`config.mk`:
```
export PLATFORM = sky130hd
export DESIGN_NAME = mms_master_flat
export DESIGN_NICKNAME = d
export VERILOG_FILES = /design/src/hdl/mms_pkg.sv /design/src/hdl/mms_link_if.sv /design/src/hdl/mms_vote_sync.sv /design/src/hdl/mms_master.sv /design/src/flat_wrapper.sv
export SDC_FILE = /design/constraint.sdc
export NUM_CORES = 1
export LEC_CHECK = 0
export BUFFER_PORTS_ARGS = -buffer_cell sky130_fd_sc_hd__clkbuf_2
export CAP_MARGIN = 20
export CORE_UTILIZATION = 55
export CTS_BUF_LIST = sky130_fd_sc_hd__clkbuf_2
export DETAILED_ROUTE_END_ITERATION = 6
export PLACE_DENSITY = 0.85
export SETUP_SLACK_MARGIN = 0.05
export SLEW_MARGIN = 20
export SYNTH_ARGS = -nofsm -noshare
export SYNTH_HDL_FRONTEND = slang
export SYNTH_SLANG_ARGS = --single-unit
```
`constraint.sdc`:
```
create_clock -name sys_clk -period 4.8 [get_ports sys_clk]
set_clock_uncertainty 0.15 [all_clocks]
set_input_delay 0.48 -clock sys_clk [delete_from_list [all_inputs] [get_ports sys_clk]]
set_output_delay 0.48 -clock sys_clk [all_outputs]
set_load 0.1 [all_outputs]
```
`src/hdl/mms_pkg.sv`:
```
package mms_pkg;

	// Outbound line positions on the A bus
	localparam int A_DOUT0 = 1;
	localparam int A_DOUT1 = 4;
	localparam int A_DOUT2 = 7;
	localparam int A_EOUT  = 3;
	localparam int A_CLK0  = 2;
	localparam int A_CLK1  = 6;
	localparam int A_CLK1B = 5;

	// Inbound line positions on the B bus
	localparam int B_DIN0  = 1;
	localparam int B_DIN1  = 4;
	localparam int B_DIN2  = 7;
	localparam int B_CLKI0 = 3;
	localparam int B_CLKI1 = 6;
	localparam int B_RSP0  = 2;
	localparam int B_RSP1  = 5;

	// Control out states as {select, master, sync}
	localparam logic [2:0] CTL_IDLE      = 3'h0;
	localparam logic [2:0] CTL_MAINT     = 3'h1;
	localparam logic [2:0] CTL_RESETSEL1 = 3'h4;

	// Voted signal slots in the slave
	localparam int V_DOUT = 0;
	localparam int V_EOUT = 1;
	localparam int V_CLK  = 2;
	localparam int V_SEL  = 3;
	localparam int V_MST  = 4;
	localparam int V_SYNC = 5;
	localparam int V_NUM  = 6;

	// Sizes and counts
	localparam int DESER_W    = 8;
	localparam int STEP_TICKS = 4;
	localparam int LINK_HALF  = 2;

	// Reset values
	localparam logic [7:0] DESER_RST = 8'h00;

	typedef enum logic [3:0] {
		S_NORMAL  = 4'b0001,
		S_MAINT   = 4'b0010,
		S_RESET   = 4'b0100,
		S_ISOLATE = 4'b1000
	} mms_slv_state_e;

	typedef enum logic [7:0] {
		M_READY = 8'b0000_0001,
		M_CMD   = 8'b0000_0010,
		M_DIRLO = 8'b0000_0100,
		M_ENA   = 8'b0000_1000,
		M_CLKHI = 8'b0001_0000,
		M_CLKLO = 8'b0010_0000,
		M_ENDF  = 8'b0100_0000,
		M_IDLE  = 8'b1000_0000
	} mms_mst_state_e;

	typedef enum logic [2:0] {
		OP_MAINT    = 3'h0,
		OP_WRITE    = 3'h1,
		OP_IDLE     = 3'h2,
		OP_RESETSEL = 3'h3,
		OP_NORMAL   = 3'h4
	} mms_op_e;

endpackage

```
`src/hdl/mms_link_if.sv`:
```
`timescale 1ns/10ps
interface mms_link_if;
	logic       link_clk;
	logic       select_out;
	logic       master_out;
	logic       sync_out;
	logic [7:0] bus_a;
	logic       bus_a_par;
	logic [7:0] bus_b;
	logic       bus_b_par;
	logic       slv_drv_oe;

	modport master (
		output link_clk,
		output select_out,
		output master_out,
		output sync_out,
		output bus_a,
		output bus_a_par,
		input  bus_b,
		input  bus_b_par
	);

	modport slave (
		input  link_clk,
		input  select_out,
		input  master_out,
		input  sync_out,
		input  bus_a,
		input  bus_a_par,
		output slv_drv_oe
	);
endinterface

```
`src/hdl/mms_vote_sync.sv`:
```
`timescale 1ns/10ps
module mms_vote_sync #(
	parameter int N = 1
) (
	input  wire logic         clk,
	input  wire logic         reset,
	input  wire logic [3*N-1:0] lines,
	output logic [N-1:0]      level
);
	logic [N-1:0] s1_q;
	logic [N-1:0] s2_q;
	logic [N-1:0] s3_q;
	logic [N-1:0] level_q;

	for (genvar i = 0; i < N; i++) begin : g_bit
		logic vote;
		// Two of three on static levels
		assign vote = (lines[3*i] & lines[3*i+1]) | (lines[3*i] & lines[3*i+2]) |
			(lines[3*i+1] & lines[3*i+2]);

		always_ff @(posedge clk or posedge reset) begin
			if (reset) begin
				s1_q[i]    <= 1'b0;
				s2_q[i]    <= 1'b0;
				s3_q[i]    <= 1'b0;
				level_q[i] <= 1'b0;
			end else begin
				s1_q[i] <= vote;
				s2_q[i] <= s1_q[i];
				s3_q[i] <= s2_q[i];
				if (s2_q[i] == s3_q[i]) begin
					level_q[i] <= s3_q[i];
				end
			end
		end
	end

	assign level = level_q;
endmodule // mms_vote_sync

```
`src/hdl/mms_master.sv`:
```
`timescale 1ns/10ps
module mms_master
	import mms_pkg::*;
#(
	parameter int DESER_WIDTH = mms_pkg::DESER_W,
	parameter int HALF_CYC    = mms_pkg::LINK_HALF,
	parameter int STEP_CNT    = mms_pkg::STEP_TICKS
) (
	input  wire logic                   reset,
	input  wire logic                   sys_clk,
	mms_link_if.master                  link,
	input  wire logic                   cmd_valid,
	input  wire mms_pkg::mms_op_e       cmd_op,
	input  wire logic [DESER_WIDTH-1:0] cmd_data,
	input  wire logic                   cmd_reset,
	output logic                        cmd_ready,
	output logic                        mm_data_in,
	output logic                        mm_clk_in,
	output logic                        mm_resp_in
);
	import mms_pkg::*;

	localparam int HW = $clog2(HALF_CYC + 1);
	localparam int SW = $clog2(STEP_CNT + 1);
	localparam int BW = $clog2(DESER_WIDTH + 1);

	logic [HW-1:0]          div_q;
	logic                   lclk_q;
	logic [SW-1:0]          scnt_q;
	logic                   tick;
	logic                   step;
	mms_mst_state_e         state_q;
	mms_op_e                op_q;
	logic [DESER_WIDTH-1:0] data_q;
	logic [BW-1:0]          bits_q;
	logic                   rst_sel_q;
	logic                   rdy_q;
	logic [2:0]             ctl_q;
	logic                   dout_q;
	logic                   eout_q;
	logic                   mclk_q;
	logic [2:0]             ctl_out_q;
	logic [7:0]             bus_a_q;
	logic                   par_q;
	logic [2:0]             in_lvl;

	// Link clock divider; lines move one system clock after its falling edge
	assign tick = (div_q == HW'(HALF_CYC - 1)) && lclk_q;
	assign step = tick && (scnt_q == SW'(STEP_CNT - 1));

	always_ff @(posedge sys_clk or posedge reset) begin
		if (reset) begin
			div_q  <= '0;
			lclk_q <= 1'b0;
		end else if (div_q == HW'(HALF_CYC - 1)) begin
			div_q  <= '0;
			lclk_q <= ~lclk_q;
		end else begin
			div_q <= div_q + HW'(1);
		end
	end

	always_ff @(posedge sys_clk or posedge reset) begin
		if (reset) begin
			scnt_q <= '0;
		end else if (step) begin
			scnt_q <= '0;
		end else if (tick) begin
			scnt_q <= scnt_q + SW'(1);
		end
	end

	// Sequencer
	always_ff @(posedge sys_clk or posedge reset) begin
		if (reset) begin
			state_q   <= M_READY;
			op_q      <= OP_NORMAL;
			data_q    <= '0;
			bits_q    <= '0;
			rst_sel_q <= 1'b0;
			rdy_q     <= 1'b1;
		end else begin
			unique case (state_q)
				M_READY: begin
					if (cmd_valid) begin
						op_q      <= cmd_op;
						data_q    <= cmd_data;
						bits_q    <= BW'(DESER_WIDTH);
						rst_sel_q <= cmd_reset;
						rdy_q     <= 1'b0;
						state_q   <= M_CMD;
					end
				end
				M_CMD: begin
					if (step) begin
						if (op_q == OP_WRITE) begin
							state_q <= M_DIRLO;
						end else if (op_q == OP_IDLE) begin
							state_q <= M_IDLE;
						end else begin
							state_q <= M_READY;
							rdy_q   <= 1'b1;
						end
					end
				end
				M_DIRLO: if (step) state_q <= M_ENA;
				M_ENA:   if (step) state_q <= M_CLKHI;
				M_CLKHI: if (step) state_q <= M_CLKLO;
				M_CLKLO: begin
					if (step) begin
						data_q <= data_q << 1;
						bits_q <= bits_q - BW'(1);
						state_q <= (bits_q == BW'(1)) ? M_ENDF : M_CLKHI;
					end
				end
				M_ENDF, M_IDLE: begin
					if (step) begin
						state_q <= M_READY;
						rdy_q   <= 1'b1;
					end
				end
				default: state_q <= M_READY;
			endcase
		end
	end

	// Line levels per step
	always_ff @(posedge sys_clk or posedge reset) begin
		if (reset) begin
			ctl_q  <= CTL_IDLE;
			dout_q <= 1'b0;
			eout_q <= 1'b0;
			mclk_q <= 1'b0;
		end else if (step) begin
			unique case (state_q)
				M_CMD: begin
					unique case (op_q)
						OP_WRITE: begin
							dout_q <= 1'b1;
							mclk_q <= 1'b1;
						end
						OP_IDLE: begin
							dout_q <= rst_sel_q;
							eout_q <= rst_sel_q;
						end
						OP_MAINT: begin
							ctl_q  <= CTL_MAINT;
							dout_q <= 1'b0;
							eout_q <= 1'b0;
						end
						OP_RESETSEL: begin
							ctl_q  <= CTL_RESETSEL1;
							dout_q <= 1'b0;
							eout_q <= 1'b0;
						end
						default: ctl_q <= CTL_IDLE;
					endcase
				end
				M_DIRLO: mclk_q <= 1'b0;
				M_ENA: begin
					eout_q <= 1'b1;
					dout_q <= data_q[DESER_WIDTH-1];
				end
				M_CLKHI: mclk_q <= 1'b1;
				M_CLKLO: begin
					mclk_q <= 1'b0;
					dout_q <= data_q[DESER_WIDTH-2];
				end
				M_ENDF: begin
					eout_q <= 1'b0;
					dout_q <= 1'b0;
				end
				M_IDLE: ctl_q <= CTL_IDLE;
				default: ctl_q <= ctl_q;
			endcase
		end
	end

	// Pin registers; data out in three copies, clock out in four with parity, enable out in one
	always_ff @(posedge sys_clk or posedge reset) begin
		if (reset) begin
			ctl_out_q <= CTL_IDLE;
			bus_a_q   <= 8'h00;
			par_q     <= 1'b0;
		end else begin
			ctl_out_q        <= ctl_q;
			bus_a_q          <= 8'h00;
			bus_a_q[A_DOUT0] <= dout_q;
			bus_a_q[A_DOUT1] <= dout_q;
			bus_a_q[A_DOUT2] <= dout_q;
			bus_a_q[A_EOUT]  <= eout_q;
			bus_a_q[A_CLK0]  <= mclk_q;
			bus_a_q[A_CLK1]  <= mclk_q;
			bus_a_q[A_CLK1B] <= mclk_q;
			par_q            <= mclk_q;
		end
	end

	// Inbound lines voted on the system clock
	mms_vote_sync #(
		.N(3)
	) u_in_vote (
		.clk   (sys_clk),
		.reset (reset),
		.lines ({link.bus_b_par, link.bus_b[B_RSP1], link.bus_b[B_RSP0],
			1'b0, link.bus_b[B_CLKI1], link.bus_b[B_CLKI0],
			link.bus_b[B_DIN2], link.bus_b[B_DIN1], link.bus_b[B_DIN0]}),
		.level (in_lvl)
	);

	assign link.link_clk   = lclk_q;
	assign link.select_out = ctl_out_q[2];
	assign link.master_out = ctl_out_q[1];
	assign link.sync_out   = ctl_out_q[0];
	assign link.bus_a      = bus_a_q;
	assign link.bus_a_par  = par_q;
	assign cmd_ready       = rdy_q;
	assign mm_data_in      = in_lvl[0];
	assign mm_clk_in       = in_lvl[1];
	assign mm_resp_in      = in_lvl[2];
endmodule // mms_master

```
`src/flat_wrapper.sv`:
```
// flat-port wrapper written by rule: the top's interface ports become plain ports
module mms_master_flat import mms_pkg::*;
#(
	parameter int DESER_WIDTH = mms_pkg::DESER_W,
	parameter int HALF_CYC    = mms_pkg::LINK_HALF,
	parameter int STEP_CNT    = mms_pkg::STEP_TICKS
)
  (reset, sys_clk, cmd_valid, cmd_op, cmd_data, cmd_reset, cmd_ready, mm_data_in, mm_clk_in, mm_resp_in, link_link_clk, link_select_out, link_master_out, link_sync_out, link_bus_a, link_bus_a_par, link_bus_b, link_bus_b_par);
  mms_link_if link_i ();
  input  wire logic reset;
  input  wire logic sys_clk;
  input  wire logic cmd_valid;
  input  wire mms_pkg::mms_op_e cmd_op;
  input  wire logic [DESER_WIDTH-1:0] cmd_data;
  input  wire logic cmd_reset;
  output logic cmd_ready;
  output logic mm_data_in;
  output logic mm_clk_in;
  output logic mm_resp_in;
  output wire logic [$bits(link_i.link_clk)-1:0] link_link_clk;
  output wire logic [$bits(link_i.select_out)-1:0] link_select_out;
  output wire logic [$bits(link_i.master_out)-1:0] link_master_out;
  output wire logic [$bits(link_i.sync_out)-1:0] link_sync_out;
  output wire logic [$bits(link_i.bus_a)-1:0] link_bus_a;
  output wire logic [$bits(link_i.bus_a_par)-1:0] link_bus_a_par;
  input wire logic [$bits(link_i.bus_b)-1:0] link_bus_b;
  input wire logic [$bits(link_i.bus_b_par)-1:0] link_bus_b_par;
  assign link_link_clk = link_i.link_clk;
  assign link_select_out = link_i.select_out;
  assign link_master_out = link_i.master_out;
  assign link_sync_out = link_i.sync_out;
  assign link_bus_a = link_i.bus_a;
  assign link_bus_a_par = link_i.bus_a_par;
  assign link_i.bus_b = link_bus_b;
  assign link_i.bus_b_par = link_bus_b_par;
  mms_master #(.DESER_WIDTH(DESER_WIDTH), .HALF_CYC(HALF_CYC), .STEP_CNT(STEP_CNT)) u_core (.reset(reset), .sys_clk(sys_clk), .link(link_i), .cmd_valid(cmd_valid), .cmd_op(cmd_op), .cmd_data(cmd_data), .cmd_reset(cmd_reset), .cmd_ready(cmd_ready), .mm_data_in(mm_data_in), .mm_clk_in(mm_clk_in), .mm_resp_in(mm_resp_in));
endmodule
```
==> out/metrics.cfg <==
[placement]
place_area_um2 = 2710
dpl.hpwl_um = 3380
gp_congestion = 0.870
dpl.cell_count = 322
io_buffers = 37

[route]
ant_nets = 0
dr.pass1.iters = 4
via_count = 1940
drcViolationCount = 0
initialDrtViolationCount = 112
avgRoutedWirePerCell_um = 14.8
drt-vias-per-instance = 5.84
wirelength_um = 4900

[logic_synthesis]
ys_ff_latch = 53
synth_area_um2 = 2560
synth_edf_count = 0
avgSynthCellArea_um2 = 10.3
synth_top_area_share_pct = 48.8
postSynthCellCount = 250
synth_cell_types = 56
yosysSeqAreaShare_pct = 51.9
synthFlopType = dfrtp_1
yosys.area.top_type = dfrtp_1
synth_warnings = 0
yosys-top-cells-area = dfrtp_1, dfstp_2, a21oi_1, o22ai_1, nand3_1
ys_async_sr_fraction_pct = 100

[worst_setup_path]
worstSetupPathType = reg2reg
cp.arrival_ns = 2.97
worstReg2RegStart = u_core.state_q[2]
crit_path_start_kind = register
ff2ff_setup_slack_ns = 2.07
crit_chain = nor4_2 -> nand4_2 -> a21oi_2 -> inv_1 -> o22ai_1
end_kind = register
crit_fanout = 18
timing.rr.end = u_core.bits_q[1]
max_stage_delay_ns = 0.69
crit_path_end = u_core.bits_q[1]
worstPathRequired_ns = 5.04
crit_start = u_core.state_q[2]
slowest_stage = nor4_2
r2r_cells = 5

[timing]
hold_viol_final = 0
relSlewSlack_pct = 40.5
drv_slew = 0
worst_slew_pin_slew_ns = 0.891
fin_crit_ns = 2.73
setup_viol = 0
fmax_ghz = 0.366
fin_crit_sh_pct = 56.9
fin_tns_setup_ns = 0
whs_ns = 0.0590
rsz0062_at_grt = no

[cells_and_area]
drive_above_1_share_pct = 22.5
final_common_cell = dfrtp_1
post-route-cell-area_um2 = 2780
fin_cells = 332
diodes = 0
fillers = 368
synthToLayoutAreaGrowth_pct = 8.39
final_cell_mix = dfrtp_1, clkbuf_2, inv_1
nNetsFinal = 307

[power_and_ir_drop]
power_switching_mw = 0.681
peakVddDrop_mv = 0.282
p_per_area_nw_per_um2 = 521
power.internal_mw = 0.767
p_sw_share_pct = 47.0
seqPwrFrac_pct = 44.7
power.leakage_nw = 1.31
clkPwrFrac_pct = 12.5
combinationalPowerShare_pct = 42.8

[min_path]
hold_depth = 2
hold_class = in2reg

[floorplan]
die-area_um2 = 4940
die_w_um = 70.3
fp-row-count = 24
io_pins = 41
die_h_um = 70.3
core-area_um2 = 4410
start_util_pct = 58.1

[clock_network]
htree_num_levels = 2
tritoncts.num_buffers = 5
cts_buffer_depth = 2
cts_setup_buffers = 0
cts.sinks = 53
insertion_delay_ns = 0.45
cts_hold_buf = 1
cts_tree = built
cts.clk_slew.worst_paths_ns = 0.26
cts-resized-gates = 0
clock-root-buffer = clkbuf_2

[global_routing]
track_usage_pct = 22.1
grt_start_max_net_pins = 54
grt_overflow = 0
first_global_vias = 1868
grt_antenna_before_repair = 0
grt_pass1_wl_um = 8600

[job]
maxCapViolCount = 0

[status]
status = finished clean

cell usage after synthesis (all sizes together) (2+ instances only):
master,count
nor2b,6
inv,16
o21ai,13
xnor2,3
buf,11
nand2b,6
mux2,4
nand4,4
nor2,14
maj3,5
nor4b,3
clkbuf,8
a22o,2
nor4,3
dfrtp,50
nor3,8
o31ai,3
or3,4
nand3b,2
ha,4
o22ai,11
nand2,13
or2,2
nand3,12
a21oi,16
dfstp,3
or4,2
a21o,3
layer usage:
metal | GRT usage (%) | up-vias | share of wire (%)
met5 | 0 | - | 0
met4 | 8.00 | 0 | 1.6
met3 | 5.05 | 7 | 4.1
met2 | 36.3 | 48 | 50
met1 | 28.5 | 944 | 45
li1 | - | 941 | -
cell families (layout without fill, tap and decap cells):
| group | count (synthesis) | in the layout | synth area share, % |
|---|---|---|---|
| AO/OA/AOI/OAI | 60 | 60 | 15.3 |
| XOR/XNOR | 4 | 4 | 1.37 |
| adder cells (fa/ha/maj) | 9 | 9 | 3.90 |
| buffers and inverters | 35 | 64 | 6.73 |
| flip-flops | 53 | 53 | 51.9 |
| multiplexers | 5 | 5 | 2.15 |
| other | 1 | 2 | 0.146 |
| AND/OR/NAND/NOR | 83 | 83 | 18.5 |
power groups by stage:
stage	logic [mW]	clock network, mW	registers, mW
final	0.620	0.181	0.647
after global placement	0.602	0	0.648
after floorplan	0.440	0	0.730
after detailed placement	0.616	0	0.654
after CTS	0.619	0.188	0.646
after global routing	0.671	0.204	0.660
critical path, delay by kind of cell, from the launching register on:
kind,cells,cell delay [ns]
and+or+nand+nor,2,1.26
DFF,1,0.55
AOI/OAI and AO/OA,2,0.63
buffers and inverters,1,0.07
registers in the layout, indices dropped and copies added (netlist names), 2 cells and up:
register,count
u_core.data_q,8
u_core.state_q,8
u_core.bits_q,4
u_core.link.bus_a,3
u_core.op_q,3
u_core.scnt_q,3
u_core.u_in_vote.level,3
u_core.u_in_vote.s1_q,3
u_core.u_in_vote.s2_q,3
u_core.u_in_vote.s3_q,3
u_core.ctl_out_q,2
u_core.ctl_q,2
u_core.div_q,2
area by class of cell:
cell class                      count  area, µm²  share of cell area (%)
Sequential cell                    53       1330                    47.8
Multi-Input combinational cell    163       1070                    38.3
Timing Repair Buffer               40        213                    7.65
Tap cell                           52       65.1                    2.34
Inverter                           16       61.3                    2.21
Clock buffer                        5       25.0                   0.900
Clock inverter                      3       20.0                   0.720
worst min-delay path by stage:
stage | start | to | slack [ns]
after global routing | link_bus_b[6] | u_core.u_in_vote.s1_q[1] | 0.02
after floorplan | u_core.u_in_vote.s1_q[0] | u_core.u_in_vote.s2_q[0] | 0.18
after global placement | u_core.u_in_vote.s1_q[0] | u_core.u_in_vote.s2_q[0] | 0.18
final | link_bus_b[6] | u_core.u_in_vote.s1_q[1] | 0.06
after detailed placement | u_core.u_in_vote.s1_q[1] | u_core.u_in_vote.s2_q[1] | 0.19
after CTS | cmd_data[0] | u_core.data_q[0] | 0.04
stage by stage:
stage	setup slack [ns]	util, %	power [mW]
global route	1.75	63.0	1.53
detailed placement	2.09	61.5	1.27
finish	2.07	63.0	1.45
CTS	2.04	62.7	1.45
global placement	2.18	61.5	1.25
floorplan	2.25	-	1.17
(Power assumes the default switching activity.)
